## src/drt_pkg.sv

```systemverilog
// Purpose: Shared constants and types for the refresh/power-down link
// Assumes: Link clock derived from pclk, command timing counted in CK
// Notes:   Times in ns convert to CK counts by the expressions below
package drt_pkg;

	// ----------------------------------------------------------------
	// Clocking
	// ----------------------------------------------------------------
	localparam int CLK_NS  = 10;
	localparam int CK_HALF = 4;
	localparam int CK_NS   = 2 * CK_HALF * CLK_NS;
	localparam int DIV_W   = 3;
	localparam int CW      = 8;

	// ----------------------------------------------------------------
	// Device geometry and latencies
	// ----------------------------------------------------------------
	localparam int AW      = 13;
	localparam int BW      = 2;
	localparam int NBANK   = 4;
	localparam int A10_BIT = 10;
	localparam int A12_BIT = 12;
	localparam int CL      = 3;
	localparam int AL      = 0;
	localparam int BL      = 4;
	localparam int BL2     = BL / 2;
	localparam int RL      = AL + CL;
	localparam int WL      = RL - 1;
	localparam int TWTR    = 2;
	localparam int WR      = 3;

	// ----------------------------------------------------------------
	// Timing in ns and in CK cycles
	// ----------------------------------------------------------------
	localparam int TRP_NS   = 15;
	localparam int TRCD_NS  = 15;
	localparam int TRFC_NS  = 75;
	localparam int TXSNR_NS = 85;
	localparam int TREFI_NS = 7800;
	localparam int TRP_CK   = (TRP_NS + CK_NS - 1) / CK_NS;
	localparam int TRCD_CK  = (TRCD_NS + CK_NS - 1) / CK_NS;
	localparam int TRFC_CK  = (TRFC_NS + CK_NS - 1) / CK_NS;
	localparam int TXSNR_CK = (TXSNR_NS + CK_NS - 1) / CK_NS;
	localparam int TREFI_CK = TREFI_NS / CK_NS;
	localparam int SREF_CYC = TREFI_NS / CLK_NS;
	localparam int TXSRD_CK  = 200;
	localparam int TXP_CK    = 2;
	localparam int TXARDS_CK = 6 - AL;
	localparam int TCKE_CK   = 3;
	localparam int TMRD_CK   = 2;
	localparam int MAX_POST  = 8;

	// Spacing after read/write, with or without auto-precharge
	localparam int RDA_RD = BL2;
	localparam int RDA_WR = BL2 + 2;
	localparam int RDA_PA = 1;
	localparam int RD_PD  = RL + BL2;
	localparam int WRA_RD = (CL - 1) + BL2 + TWTR;
	localparam int WRA_WR = BL2;
	localparam int WR_PD  = WL + BL2 + TWTR;
	localparam int WRA_PD = WL + BL2 + WR;

	// ----------------------------------------------------------------
	// Pin codes {cs_n, ras_n, cas_n, we_n}
	// ----------------------------------------------------------------
	localparam logic [3:0] CMD_MRS = 4'h0;
	localparam logic [3:0] CMD_REF = 4'h1;
	localparam logic [3:0] CMD_PRE = 4'h2;
	localparam logic [3:0] CMD_ACT = 4'h3;
	localparam logic [3:0] CMD_WR  = 4'h4;
	localparam logic [3:0] CMD_RD  = 4'h5;
	localparam logic [3:0] CMD_NOP = 4'h7;

	// ----------------------------------------------------------------
	// Controller registers
	// ----------------------------------------------------------------
	localparam logic [7:0] REG_CTRL = 8'h00;
	localparam logic [7:0] REG_CMD  = 8'h04;
	localparam logic [7:0] REG_STAT = 8'h08;
	localparam int CTRL_AUTO  = 0;
	localparam int CTRL_ODT   = 1;
	localparam int CMDF_OP    = 0;
	localparam int CMDF_BANK  = 4;
	localparam int CMDF_AP    = 6;
	localparam int CMDF_ADDR  = 8;
	localparam int STF_PEND   = 0;
	localparam int STF_STATE  = 1;
	localparam int STF_OPEN   = 3;
	localparam int STF_NEED   = 7;
	localparam int STF_POST   = 8;
	localparam int STF_XSRD   = 12;

	typedef enum logic [3:0] {
		OP_NOP, OP_ACT, OP_RD, OP_WR, OP_PRE, OP_PREA, OP_REF, OP_MRS,
		OP_SRE, OP_SRX, OP_PDE, OP_PDX
	} drt_op_type;

	typedef enum logic [1:0] {ST_RUN, ST_PD, ST_SR} drt_state_type;

endpackage

```

## src/drt_link_if.sv

```systemverilog
// Purpose: Command/CKE link between controller and memory device
// Assumes: Controller drives every signal, device only samples
// Notes:   No two-way pins on this link
`timescale 1ns/100ps
interface drt_link_if import drt_pkg::*; ();
	logic          ck;
	logic          cke;
	logic          cs_n;
	logic          ras_n;
	logic          cas_n;
	logic          we_n;
	logic          odt;
	logic [BW-1:0] ba;
	logic [AW-1:0] addr;

	modport ctl (output ck, cke, cs_n, ras_n, cas_n, we_n, odt, ba, addr);
	modport mem (input ck, cke, cs_n, ras_n, cas_n, we_n, odt, ba, addr);
endinterface

```

## src/drt_ctl.sv

```systemverilog
// Purpose: Controller end: issues commands, refresh and low-power moves
// Assumes: Software posts one command at a time over APB
// Notes:   CK is pclk divided; pins change on CK falling edges
// How it works
// Other-bank commands allowed during auto-precharge; ACT to any bank here still waits for G_RP after one
// Spacing after write with auto-precharge
// Spacing after read with auto-precharge
// No precharge-all during concurrent auto-precharge
// Refresh every row within 64 ms
// Device refreshes rows from internal counter
// All banks precharged tRP before refresh
// Wait tRFC after refresh
// Refresh every tREFI, at most eight postponed
// Self refresh only with all banks idle
// ODT off before self refresh entry
// CKE held low during self refresh
// Stay in self refresh at least tCKE
// Clock stable before self refresh exit
// Only NOPs for tXSNR after exit
// No read for tXSRD, ODT off
// Extra refresh before re-entering self refresh
// No CKE low during reads, writes, MRS; only power-down entry waits for G_PD here, self refresh entry does not
// Device picks power-down kind and exit speed
// Power-down bounded by nine tREFI
// Wait exit latency after power-down exit
// Power-down entry spacing after read/write
// NOP does not end bursts
// Count postponed refreshes, force at limit
//
// Chosen here: the placing of the registers and register access over APB.
`timescale 1ns/100ps
module drt_ctl import drt_pkg::*; (
	input  wire logic        pclk,     // System clock
	input  wire logic        presetn,  // Async reset, active low
	input  wire logic        psel,     // APB select
	input  wire logic        penable,  // APB access phase
	input  wire logic        pwrite,   // APB write
	input  wire logic [7:0]  paddr,    // APB byte address
	input  wire logic [31:0] pwdata,   // APB write data
	output logic      [31:0] prdata,   // APB read data
	output logic             pready,   // APB ready
	output logic             pslverr,  // APB error on unmapped address
	drt_link_if.ctl          lk        // Link to device
);

	localparam int G_RD   = 0;
	localparam int G_WR   = 1;
	localparam int G_PA   = 2;
	localparam int G_PD   = 3;
	localparam int G_AP   = 4;
	localparam int G_RP   = 5;
	localparam int G_RFC  = 6;
	localparam int G_X    = 7;
	localparam int G_XSRD = 8;
	localparam int G_CKE  = 9;
	localparam int NG     = 10;

	typedef struct packed {
		logic [DIV_W-1:0]     div;
		logic                 ck;
		logic                 cke;
		logic [3:0]           pins;
		logic                 odt;
		logic [BW-1:0]        ba;
		logic [AW-1:0]        addr;
		drt_state_type        st;
		logic [NBANK-1:0]     open;
		logic                 a12;
		logic                 pdact;
		logic                 auto_en;
		logic                 odt_req;
		logic                 pend;
		logic [3:0]           op;
		logic [BW-1:0]        bank;
		logic                 ap;
		logic [AW-1:0]        row;
		logic [3:0]           post;
		logic                 need_ref;
		logic [CW-1:0]        refi;
		logic [NG-1:0][CW-1:0] g;
		logic [31:0]          rdata;
	} drt_ctl_st_type;

	drt_ctl_st_type s_q;
	drt_ctl_st_type s_d;
	drt_op_type     op;
	logic           ok;
	logic           tick;
	logic           force_ref;

	function automatic logic mapped(input logic [7:0] a);
		return a == REG_CTRL || a == REG_CMD || a == REG_STAT;
	endfunction

	function automatic logic [CW-1:0] ld(input logic [CW-1:0] cur,
		input int v);
		return (cur > CW'(v)) ? cur : CW'(v);
	endfunction

	// ----------------------------------------------------------------
	// Next state
	// ----------------------------------------------------------------
	always_comb begin
		s_d = s_q;
		op = OP_NOP;
		ok = 1'b0;
		force_ref = s_q.post == 4'(MAX_POST);
		// Free-running CK, never stopped
		tick = s_q.div == DIV_W'(CK_HALF - 1);
		s_d.div = tick ? '0 : s_q.div + 1'b1;
		if (tick) begin
			s_d.ck = ~s_q.ck;
		end

		// APB: read data latched in setup phase
		if (psel && !penable) begin
			s_d.rdata = '0;
			if (paddr == REG_CTRL) begin
				s_d.rdata[CTRL_AUTO] = s_q.auto_en;
				s_d.rdata[CTRL_ODT] = s_q.odt_req;
			end else if (paddr == REG_CMD) begin
				s_d.rdata[CMDF_OP +: 4] = s_q.op;
				s_d.rdata[CMDF_BANK +: BW] = s_q.bank;
				s_d.rdata[CMDF_AP] = s_q.ap;
				s_d.rdata[CMDF_ADDR +: AW] = s_q.row;
			end else if (paddr == REG_STAT) begin
				s_d.rdata[STF_PEND] = s_q.pend;
				s_d.rdata[STF_STATE +: 2] = s_q.st;
				s_d.rdata[STF_OPEN +: NBANK] = s_q.open;
				s_d.rdata[STF_NEED] = s_q.need_ref;
				s_d.rdata[STF_POST +: 4] = s_q.post;
				s_d.rdata[STF_XSRD] = s_q.g[G_XSRD] != '0;
			end
		end
		if (psel && penable && pwrite) begin
			if (paddr == REG_CTRL) begin
				s_d.auto_en = pwdata[CTRL_AUTO];
				s_d.odt_req = pwdata[CTRL_ODT];
			end else if (paddr == REG_CMD && !s_q.pend) begin
				s_d.pend = 1'b1;
				s_d.op = pwdata[CMDF_OP +: 4];
				s_d.bank = pwdata[CMDF_BANK +: BW];
				s_d.ap = pwdata[CMDF_AP];
				s_d.row = pwdata[CMDF_ADDR +: AW];
			end
		end

		// CK rising edge: device samples, spacing counters advance
		if (tick && !s_q.ck) begin
			for (int i = 0; i < NG; i++) begin
				if (s_q.g[i] != '0) begin
					s_d.g[i] = s_q.g[i] - 1'b1;
				end
			end
			// Count tREFI periods owed
			if (s_q.st != ST_SR) begin
				if (s_q.refi == CW'(TREFI_CK - 1)) begin
					s_d.refi = '0;
					if (!force_ref) begin
						s_d.post = s_q.post + 1'b1;
					end
				end else begin
					s_d.refi = s_q.refi + 1'b1;
				end
			end
		end

		// CK falling edge: choose and drive the next command
		if (tick && s_q.ck) begin
			s_d.pins = CMD_NOP;
			// ODT off during tXSRD
			s_d.odt = s_q.odt_req && s_q.g[G_XSRD] == '0
				&& s_q.st == ST_RUN
				&& !(s_q.pend && s_q.op == OP_SRE);
			unique case (s_q.st)
				ST_RUN: begin
					// Only NOP until exit latency met
					if (s_q.g[G_X] == '0) begin
						// Forced or idle-time refresh
						if (force_ref || (s_q.auto_en && s_q.post != '0
							&& !s_q.pend)) begin
							op = (s_q.open != '0) ? OP_PREA : OP_REF;
						end else if (s_q.pend) begin
							op = drt_op_type'(s_q.op);
						end
					end
				end
				ST_PD: begin
					// Leave power-down at refresh limit
					if (force_ref || (s_q.pend && s_q.op == OP_PDX)) begin
						op = OP_PDX;
					end
				end
				ST_SR: begin
					if (s_q.pend && s_q.op == OP_SRX) begin
						op = OP_SRX;
					end
				end
				default: op = OP_NOP;
			endcase

			unique case (op)
				OP_ACT: begin
					ok = s_q.g[G_PA] == '0 && s_q.g[G_RFC] == '0
						&& s_q.g[G_RP] == '0 && !s_q.open[s_q.bank];
					if (ok) begin
						s_d.pins = CMD_ACT;
						s_d.open[s_q.bank] = 1'b1;
						s_d.g[G_RD] = ld(s_q.g[G_RD], TRCD_CK);
						s_d.g[G_WR] = ld(s_q.g[G_WR], TRCD_CK);
						s_d.g[G_PD] = ld(s_q.g[G_PD], 1);
					end
				end
				OP_RD: begin
					// Reads wait for tXSRD
					ok = s_q.g[G_RD] == '0 && s_q.g[G_XSRD] == '0
						&& s_q.open[s_q.bank];
					if (ok) begin
						s_d.pins = CMD_RD;
						// Read spacing
						s_d.g[G_RD] = ld(s_q.g[G_RD], RDA_RD);
						s_d.g[G_WR] = ld(s_q.g[G_WR], RDA_WR);
						s_d.g[G_PA] = ld(s_q.g[G_PA], RDA_PA);
						// Power-down after read
						s_d.g[G_PD] = ld(s_q.g[G_PD], RD_PD);
						if (s_q.ap) begin
							s_d.open[s_q.bank] = 1'b0;
							s_d.g[G_AP] = ld(s_q.g[G_AP], RD_PD);
							s_d.g[G_RP] = ld(s_q.g[G_RP], RD_PD + TRP_CK);
						end
					end
				end
				OP_WR: begin
					ok = s_q.g[G_WR] == '0 && s_q.open[s_q.bank];
					if (ok) begin
						s_d.pins = CMD_WR;
						// Write spacing
						s_d.g[G_RD] = ld(s_q.g[G_RD], WRA_RD);
						s_d.g[G_WR] = ld(s_q.g[G_WR], WRA_WR);
						s_d.g[G_PA] = ld(s_q.g[G_PA],
							s_q.ap ? WRA_RD : WRA_PD);
						// Power-down after write
						s_d.g[G_PD] = ld(s_q.g[G_PD],
							s_q.ap ? WRA_PD : WR_PD);
						if (s_q.ap) begin
							s_d.open[s_q.bank] = 1'b0;
							s_d.g[G_AP] = ld(s_q.g[G_AP], WRA_PD);
							s_d.g[G_RP] = ld(s_q.g[G_RP], WRA_PD + TRP_CK);
						end
					end
				end
				OP_PRE: begin
					// Other bank during auto-precharge
					ok = s_q.g[G_PA] == '0;
					if (ok) begin
						s_d.pins = CMD_PRE;
						s_d.open[s_q.bank] = 1'b0;
						s_d.g[G_RP] = ld(s_q.g[G_RP], TRP_CK);
					end
				end
				OP_PREA: begin
					// Wait out concurrent auto-precharge
					ok = s_q.g[G_PA] == '0 && s_q.g[G_AP] == '0;
					if (ok) begin
						s_d.pins = CMD_PRE;
						s_d.open = '0;
						s_d.g[G_RP] = ld(s_q.g[G_RP], TRP_CK);
					end
				end
				OP_REF, OP_MRS, OP_SRE: begin
					// Banks idle for tRP
					// tRFC between refreshes
					// All banks idle
					ok = s_q.open == '0 && s_q.g[G_RP] == '0
						&& s_q.g[G_RFC] == '0;
					if (op == OP_SRE) begin
						// ODT low first
						// Extra refresh owed
						ok = ok && !s_q.odt && !s_q.need_ref;
					end
					if (ok && op == OP_REF) begin
						// Periodic refresh
						s_d.pins = CMD_REF;
						s_d.g[G_RFC] = ld(s_q.g[G_RFC], TRFC_CK);
						s_d.post = (s_q.post != '0) ? s_q.post - 1'b1 : '0;
						s_d.need_ref = 1'b0;
					end else if (ok && op == OP_MRS) begin
						s_d.pins = CMD_MRS;
						if (s_q.bank == '0) begin
							s_d.a12 = s_q.row[A12_BIT];
						end
						for (int i = G_RD; i <= G_PD; i++) begin
							s_d.g[i] = ld(s_q.g[i], TMRD_CK);
						end
					end else if (ok) begin
						s_d.pins = CMD_REF;
						// CKE low holds self refresh
						s_d.cke = 1'b0;
						s_d.st = ST_SR;
						s_d.post = '0;
						s_d.refi = '0;
						// Minimum self refresh time
						s_d.g[G_CKE] = ld(s_q.g[G_CKE], TCKE_CK);
					end
				end
				OP_SRX: begin
					ok = s_q.st != ST_SR || s_q.g[G_CKE] == '0;
					if (ok && s_q.st == ST_SR) begin
						s_d.cke = 1'b1;
						s_d.st = ST_RUN;
						// tXSNR of NOPs
						s_d.g[G_X] = ld(s_q.g[G_X], TXSNR_CK);
						s_d.g[G_XSRD] = ld(s_q.g[G_XSRD], TXSRD_CK);
						s_d.need_ref = 1'b1;
					end
				end
				OP_PDE: begin
					// Not during read, write or MRS
					ok = s_q.g[G_PD] == '0;
					if (ok) begin
						s_d.cke = 1'b0;
						s_d.st = ST_PD;
						s_d.pdact = s_q.open != '0;
					end
				end
				OP_PDX: begin
					ok = 1'b1;
					if (s_q.st == ST_PD) begin
						s_d.cke = 1'b1;
						s_d.st = ST_RUN;
						// Exit latency by mode
						s_d.g[G_X] = ld(s_q.g[G_X],
							(s_q.pdact && s_q.a12) ? TXARDS_CK : TXP_CK);
					end
				end
				default: ok = 1'b1;
			endcase
			if (ok && s_q.pend && op == drt_op_type'(s_q.op)) begin
				s_d.pend = 1'b0;
			end
			s_d.ba = s_q.bank;
			s_d.addr = s_q.row;
			if (op == OP_RD || op == OP_WR || op == OP_PRE) begin
				s_d.addr[A10_BIT] = s_q.ap && op != OP_PRE;
			end else if (op == OP_PREA) begin
				s_d.addr[A10_BIT] = 1'b1;
			end
		end
	end

	always_ff @(posedge pclk or negedge presetn) begin
		if (!presetn) begin
			s_q <= '0;
			s_q.st <= ST_RUN;
			s_q.cke <= 1'b1;
			s_q.pins <= CMD_NOP;
			s_q.auto_en <= 1'b1;
		end else begin
			s_q <= s_d;
		end
	end

	// ----------------------------------------------------------------
	// Outputs
	// ----------------------------------------------------------------
	assign prdata   = s_q.rdata;
	assign pready   = psel && penable;
	assign pslverr  = psel && penable && !mapped(paddr);
	assign lk.ck    = s_q.ck;
	assign lk.cke   = s_q.cke;
	assign {lk.cs_n, lk.ras_n, lk.cas_n, lk.we_n} = s_q.pins;
	assign lk.odt   = s_q.odt;
	assign lk.ba    = s_q.ba;
	assign lk.addr  = s_q.addr;

endmodule

```

## src/flat_wrapper.sv

```systemverilog
// flat-port wrapper written by rule: the top's interface ports become plain ports
module drt_ctl_flat import drt_pkg::*;
  (pclk, presetn, psel, penable, pwrite, paddr, pwdata, prdata, pready, pslverr, lk_ck, lk_cke, lk_cs_n, lk_ras_n, lk_cas_n, lk_we_n, lk_odt, lk_ba, lk_addr);
  drt_link_if lk_i ();
  input  wire logic pclk;
  input  wire logic presetn;
  input  wire logic psel;
  input  wire logic penable;
  input  wire logic pwrite;
  input  wire logic [7:0] paddr;
  input  wire logic [31:0] pwdata;
  output logic      [31:0] prdata;
  output logic pready;
  output logic pslverr;
  output wire logic [$bits(lk_i.ck)-1:0] lk_ck;
  output wire logic [$bits(lk_i.cke)-1:0] lk_cke;
  output wire logic [$bits(lk_i.cs_n)-1:0] lk_cs_n;
  output wire logic [$bits(lk_i.ras_n)-1:0] lk_ras_n;
  output wire logic [$bits(lk_i.cas_n)-1:0] lk_cas_n;
  output wire logic [$bits(lk_i.we_n)-1:0] lk_we_n;
  output wire logic [$bits(lk_i.odt)-1:0] lk_odt;
  output wire logic [$bits(lk_i.ba)-1:0] lk_ba;
  output wire logic [$bits(lk_i.addr)-1:0] lk_addr;
  assign lk_ck = lk_i.ck;
  assign lk_cke = lk_i.cke;
  assign lk_cs_n = lk_i.cs_n;
  assign lk_ras_n = lk_i.ras_n;
  assign lk_cas_n = lk_i.cas_n;
  assign lk_we_n = lk_i.we_n;
  assign lk_odt = lk_i.odt;
  assign lk_ba = lk_i.ba;
  assign lk_addr = lk_i.addr;
  drt_ctl u_core (.pclk(pclk), .presetn(presetn), .psel(psel), .penable(penable), .pwrite(pwrite), .paddr(paddr), .pwdata(pwdata), .prdata(prdata), .pready(pready), .pslverr(pslverr), .lk(lk_i));
endmodule
```

## config.mk

```make
export PLATFORM = sky130hd
export DESIGN_NAME = drt_ctl_flat
export DESIGN_NICKNAME = d
export VERILOG_FILES = /design/src/drt_pkg.sv /design/src/drt_link_if.sv /design/src/drt_ctl.sv /design/src/flat_wrapper.sv
export SDC_FILE = /design/constraint.sdc
export NUM_CORES = 1
export LEC_CHECK = 0
export ABC_AREA = 1
export BUFFER_PORTS_ARGS = -buffer_cell sky130_fd_sc_hd__buf_2
export CORE_MARGIN = 2
export CORE_UTILIZATION = 52
export CTS_CLUSTER_SIZE = 12
export DETAILED_ROUTE_END_ITERATION = 10
export MAX_ROUTING_LAYER = met4
export PLACE_DENSITY = 0.8
export SETUP_SLACK_MARGIN = 0.5
export SLEW_MARGIN = 0
export SYNTH_ARGS = -nofsm -noshare
export SYNTH_HDL_FRONTEND = slang
export SYNTH_SLANG_ARGS = --single-unit
```

## constraint.sdc

```tcl
create_clock -name pclk -period 2.75 [get_ports pclk]
set_input_delay 0.1375 -clock pclk [delete_from_list [all_inputs] [get_ports pclk]]
set_output_delay 0.1375 -clock pclk [all_outputs]
set_load 0.02 [all_outputs]
```

Word-level counts from Yosys, hierarchy flattened
Cells that the tools add are included.
{"block": "totals", "in_bits": 45, "reg_bits": 170, "latch_bits": 0, "word_cells": 363, "rom_bits": 0, "mem_count": 0, "mem_bits_rw": 0, "out_inout_bits": 56}
{"block": "classes", "order_cmp": 25, "addsub": 14, "n_div": 0, "shift": 0, "n_mul": 0, "bitwise": 6, "eq_ne": 56, "mux": 137, "n_reduce_logical": 93}
{"operator": "8-bit 2-to-1 mux", "count": 43}
{"operator": "16-bit 2-to-1 mux", "count": 8}
{"operator": "48-bit 2-to-1 mux", "count": 2}
{"operator": "93-bit 2-to-1 mux", "count": 1}
{"operator": "4-bit 2-to-1 mux", "count": 23}
{"operator": "8-bit zero test", "count": 11}
{"operator": "88-bit 2-to-1 mux", "count": 1}
{"operator": "8-bit nonzero test", "count": 10}
{"operator": "8-bit by 1-bit subtractor with 8-bit output (second input constant)", "count": 10}
{"operator": "32-bit 2-to-1 mux", "count": 2}
{"operator": "16-bit one-hot mux with 4 select lines", "count": 1}
{"operator": "8-bit one-hot mux with 4 select lines", "count": 2}
{"operator": "21-bit 2-to-1 mux", "count": 3}
{"operator": "4-bit inequality test (second input constant)", "count": 13}
{"operator": "8-bit by 1-bit > comparator with 1-bit output (second input constant)", "count": 6}
{"operator": "8-bit by 2-bit > comparator with 1-bit output (second input constant)", "count": 6}
{"operator": "8-bit by 3-bit > comparator with 1-bit output (second input constant)", "count": 6}
{"operator": "1-bit logical AND", "count": 34}
{"operator": "4-bit equality test (second input constant)", "count": 8}
{"operator": "8-bit one-hot mux with 2 select lines", "count": 2}
{"operator": "5-bit inequality test (second input constant)", "count": 6}
{"operator": "8-bit > comparator", "count": 3}
{"operator": "4-bit one-hot mux with 6 select lines", "count": 1}
{"operator": "8-bit one-hot mux with 3 select lines", "count": 1}
{"operator": "other kinds (55)", "count": 128}

Depth between registers and ports, before layout
{"block": "logic_depth", "ltp_word": 18, "ltp_mapped": 21, "ltp_nobuf": 21}

Worst setup path after synthesis
No wires, ideal clock.
{"block": "synth_path", "path_type": "flip-flop to flip-flop", "startpoint": "register u_core.s_q[121] in the netlist's numbering", "endpoint": "register u_core.s_q[34] in the netlist's numbering", "synth_period_minus_slack_ns": 2.438, "arrival_ns": 2.317, "setup_time_ns": 0.120, "required_time_ns": 2.630, "path_stages_with_launch": 19, "path_buffers": 1, "path_slack_ns": 0.312, "cell_sequence": "dfrtp_1 -> inv_1 -> ha_1 -> nand2_1 -> nor2_1 -> nor2_1 -> nand3_1 -> nand3_4 -> nor2_2 -> nand2_4 -> nand3_1 -> nand2_1 -> buf_4 -> nor2_2 -> nand3_1 -> nand2_1 -> nand2_1 -> nand2_1 -> nand2_1"}
{"block": "synth_via", "elab_chain_cells": 17, "word_cells_on_any_way": 30, "classes_between": "9 x eq/ne; 12 x mux; 9 x reduce/logical"}
{"element": "from (decl)", "line": "drt_ctl.sv:84", "rtl": "drt_ctl_st_type s_q;"}
{"element": "4-bit nonzero test", "line": "drt_ctl.sv:180", "rtl": "if (force_ref || (s_q.auto_en && s_q.post != '0"}
{"element": "1-bit logical AND", "line": "drt_ctl.sv:180"}
{"element": "1-bit logical AND", "line": "drt_ctl.sv:181", "rtl": "&& !s_q.pend)) begin"}
{"element": "1-bit logical OR", "line": "drt_ctl.sv:180"}
{"element": "4-bit 2-to-1 mux", "line": "drt_ctl.sv:180"}
{"element": "4-bit 2-to-1 mux", "line": "drt_ctl.sv:178", "rtl": "if (s_q.g[G_X] == '0) begin"}
{"element": "4-bit one-hot mux with 3 select lines *", "line": "drt_ctl.sv:175", "rtl": "unique case (s_q.st)"}
{"element": "4-bit 2-to-1 mux *", "line": "drt_ctl.sv:169", "rtl": "if (tick && s_q.ck) begin"}
{"element": "4-bit equality test", "line": "drt_ctl.sv:202, drt_ctl.sv:276"}
{"element": "1-bit 2-to-1 mux", "line": "drt_ctl.sv:276", "rtl": "if (op == OP_SRE) begin"}
{"element": "1-bit 2-to-1 mux", "line": "drt_ctl.sv:202", "rtl": "unique case (op)"}
{"element": "1-bit 2-to-1 mux", "line": "drt_ctl.sv:169"}
{"element": "1-bit logical AND", "line": "drt_ctl.sv:287", "rtl": "end else if (ok && op == OP_MRS) begin"}
{"element": "32-bit 2-to-1 mux", "line": "drt_ctl.sv:287"}
{"element": "32-bit 2-to-1 mux", "line": "drt_ctl.sv:281", "rtl": "if (ok && op == OP_REF) begin"}
{"element": "16-bit one-hot mux with 4 select lines", "line": "drt_ctl.sv:202"}
{"element": "93-bit 2-to-1 mux", "line": "drt_ctl.sv:169"}
Mark *: on every way between the ends. The rest lies on a longest branch, timed or not. The select of a mux whose other input is x is not followed.
A chain may end at the register's enable or synchronous reset.

Worst setup path in the final report
{"block": "layout_path", "startpoint": "register u_core.s_q[151] in the netlist's numbering", "endpoint": "register u_core.s_q[120] in the netlist's numbering"}
{"block": "layout_via", "elab_chain_cells": 13, "word_cells_on_any_way": 25, "classes_between": "6 x eq/ne; 9 x mux; 10 x reduce/logical"}
{"element": "4-bit nonzero test", "line": "drt_ctl.sv:182", "rtl": "op = (s_q.open != '0) ? OP_PREA : OP_REF;"}
{"element": "2-bit 2-to-1 mux", "line": "drt_ctl.sv:182"}
{"element": "4-bit 2-to-1 mux", "line": "drt_ctl.sv:180"}
{"element": "4-bit 2-to-1 mux", "line": "drt_ctl.sv:178"}
{"element": "4-bit one-hot mux with 3 select lines", "line": "drt_ctl.sv:175"}
{"element": "4-bit 2-to-1 mux", "line": "drt_ctl.sv:169"}
{"element": "4-bit equality test", "line": "drt_ctl.sv:202, drt_ctl.sv:276"}
{"element": "1-bit 2-to-1 mux", "line": "drt_ctl.sv:276"}
{"element": "1-bit 2-to-1 mux", "line": "drt_ctl.sv:202"}
{"element": "1-bit 2-to-1 mux", "line": "drt_ctl.sv:169"}
{"element": "1-bit logical AND", "line": "drt_ctl.sv:281"}
{"element": "2-bit by 1-bit inequality test with 1-bit output (no source line)"}
{"element": "4-bit AND reduction (no source line)"}
Parallel ways exist; a longest one is shown, timed or not. The select of a mux whose other input is x is not followed.

==> qor.txt <==
Status - complete, no violations
CTS Buf Count - 17
Max FO, Critical Path - 6
Vias per cell - 5.87
Yosys warns - 0
HPWL Detailed - 20700 µm
R2R Setup Slk - 0.06 ns
CTS root buffer - clkbuf_16
Post-synth top cells - nand2_1, nor2_1, inv_1
Post-DP Area - 11800 µm²
Clk_lat worst skew - 0.46 ns
Max IR drop VDD - 0.463 mV
IO buf count - 76
R2R Path Start - u_core.s_q[151]$_DFFE_PN0P_
Crit. End Element - register
GRT Util Overall - 0.295
Synth Flop Type - dfrtp_1
Number of clock sinks - 169
Final Instance Count excl. Fillers - 1976
Final #Nets - 1761
RSZ-0062 raised after global routing - yes
Rows - 53
Reg2Reg Depth - 15
Met1 Use GR - 0.349
Seq/Total Area, Yosys - 0.382
WL per Instance - 17.6 µm
Initial antenna violation count - 0
DRT Pass-1 Iters - 7
Largest net degree at the start of global routing - 73
Crit path from - u_core.s_q[151]$_DFFE_PN0P_
Period utilization - 0.979
Critical path arrival - 3.04 ns
Post-synthesis cell type count - 58
Post-route cell area - 14100 µm²
Synthesized area - 11100 µm²
Asr flop ratio synth - 1.00
Leak - 7.19 nW
Die Y - 150 µm
Fmax - 371 MHz
Synth area leaders - dfrtp_1, nand2_1, nor2_1, inv_1, o21ai_0
Clock-pin slew on the worst setup and hold paths - 0.08 ns
Top-count cell post-synth - nand2_1
Top cell type by total area after synthesis - dfrtp_1
Post-Place Worst Slack - 0.111 ns
Vias in the first global route - 10.8k
Internal Power - 4.00 mW
Endpoints failing setup - 0
CTS tree - done
H-tree levels - 4
Top Usage Layer GRT - met2
Initial drt markers - 1259
Share of cells above drive strength 1 - 0.273
M3 GR Usage - 0.0601
Fin Setup TNS - 0 ns
Sequential power share - 0.447
CP Data Required Time - 3.10 ns
Overflow left after global routing - 0
Final Max Tran Viols - 0
Slew HR - 0.547
Post-synth EDFFs - 0
Net Switching - 1.76 mW
Crit Path Category - register to register
Gate Count Post-Synth - 1513
Die width - 150 µm
PwrDens - 407 nW/µm²
Post-DRT Antenna Nets - 0
Max-cap violation count - 0
Syn_area_per_cell - 7.32 µm²
PnR worst setup slack - 0.0577 ns
Syn-to-layout area delta - 27.7%
FF-to-FF End - u_core.s_q[120]$_DFFE_PN0P_
Gpl congestion - 1.07
Initial Util - 0.529
Routed WL - 34800 µm
Core area - 21000 µm²
Fill cells - 1496
Ant diodes - 0
# DRC - 0
Clock Skew - 0.0154 ns
Synth top area share - 0.370
DIE AREA - 22500 µm²
Final Hold Fails - 0
GR Layer Usage met2 - 0.489
Switching share of power - 0.306
Number of synthesized register bits - 169
CP Launch Type - register
Min cycle time layout - 2.69 ns
# placed instances - 1841
Via count - 11.6k
Hold Path Class - primary input to register
Setup crit end - u_core.s_q[120]$_DFFE_PN0P_
Comb pwr share - 0.116
Num ports - 101
Worst-Margin Slew - 0.679 ns
Clock power frac - 0.437
CTS max path bufs - 2
First-pass GRT wire length - 51400 µm
area by class of cell:
class                   instances  area [µm²]  share of cell area
inverters                     208         796              0.0563
clock buffers                  17         425              0.0301
well taps                     275         344              0.0243
multi-input cells            1077        6460               0.457
repair buffers                215        1680               0.119
clock inverters                15         199              0.0141
flip-flops and latches        169        4240               0.300
power groups by stage:
stage	registers (mW)	clock network, mW	logic (mW)
2_1_floorplan	2.61	0	0.336
3_3_place_gp	2.62	0	0.494
3_5_place_dp	2.62	0	0.500
4_1_cts	2.57	2.52	0.567
5_1_grt	2.58	2.62	0.725
6_report	2.58	2.51	0.666
worst max-delay path, stage by stage, from the launching register on:
cell and delay (ns):
dfrtp_1 0.47, nor2_1 0.18, nand2_2 0.18, nand3_4 0.15
nand2_1 0.06, nand2_1 0.10, nand2_4 0.11, nor2_4 0.31
nand2_4 0.19, buf_4 0.18, nand2_1 0.04, o21ai_0 0.08
o21ai_1 0.15, nand3_1 0.17, nand2_1 0.16, nand2_1 0.06
per-layer routing:
layer	wire length [µm]	vias to the layer above	part of all wire
met5	0	-	0
met4	1950	0	0.056
met3	3210	235	0.092
met2	16900	725	0.49
met1	12700	5426	0.37
li1	-	5206	-
kinds of logic after synthesis:
group | count (synthesis) | synth area share
simple gates | 740 | 0.301
buf+inv | 280 | 0.113
compound gates | 230 | 0.116
flops | 169 | 0.382
xor+xnor | 41 | 0.0324
fa+ha+maj | 28 | 0.0316
mux | 24 | 0.0238
other cells | 1 | 0.000338
worst min path at each step:
stage                   start                            end  cells after the start
detailed placement    presetn     u_core.s_q[68]$_DFFE_PN0P_                      1
global route        pwdata[1]    u_core.s_q[146]$_DFFE_PN0P_                      3
floorplan             presetn  u_core.lk.addr[0]$_DFFE_PN0P_                      0
finish              pwdata[1]    u_core.s_q[146]$_DFFE_PN0P_                      3
CTS                 pwdata[1]    u_core.s_q[146]$_DFFE_PN0P_                      3
global placement      presetn     u_core.s_q[68]$_DFFE_PN0P_                      1
per-stage QoR:
| step | hold WS, ns | power [mW] | utilization |
|---|---|---|---|
| after floorplan | -0.158 | 2.94 | - |
| after global placement | 0.197 | 3.11 | 0.562 |
| after detailed placement | 0.203 | 3.12 | 0.562 |
| after CTS | 0.00659 | 5.66 | 0.647 |
| after global routing | 0.0286 | 5.93 | 0.675 |
| final | 0.0228 | 5.75 | 0.675 |
timing repair:
action                                 CTS  global route
pin swaps                               49            53
gates cloned                             2             1
gates resized for setup                141           100
setup buffers                           55            25
setup endpoints to repair               67            73
endpoints found under the hold margin   89             0
hold buffers                            20             0
placed cells by master, fill, tap and decap left out, types with 8 or more instances in the layout:
cell type      instances
mux2_2                19
dlygate4sd3_1         20
ha_1                  26
nand2_4               28
o21ai_1               19
nand3_4               10
nand2_2               29
conb_1                12
nor2_1               179
xor2_1                33
nand2_1              268
o21ai_0               93
nand3_1               90
buf_6                 26
a21oi_2               10
nand3_2               11
o22ai_1                8
nor3_2                10
buf_2                 75
nor3_1                17
buf_4                 86
nand4_1               21
clkbuf_16             18
nor2_4                25
nor2_2                23
a21oi_1               48
inv_1                178
dfrtp_1              161
inv_2                 23
flip-flops by register name, summed over array words and instances, names as in the netlist:
register and flops:
u_core.lk.addr 13, u_core.lk.ba 2, u_core.lk.cas_n 1, u_core.lk.ck 1, u_core.lk.cke 1, u_core.lk.odt 1, u_core.lk.ras_n 1, u_core.lk.we_n 1
u_core.prdata 21, u_core.s_q 127
No activity file was read; power rests on OpenSTA's default activity.
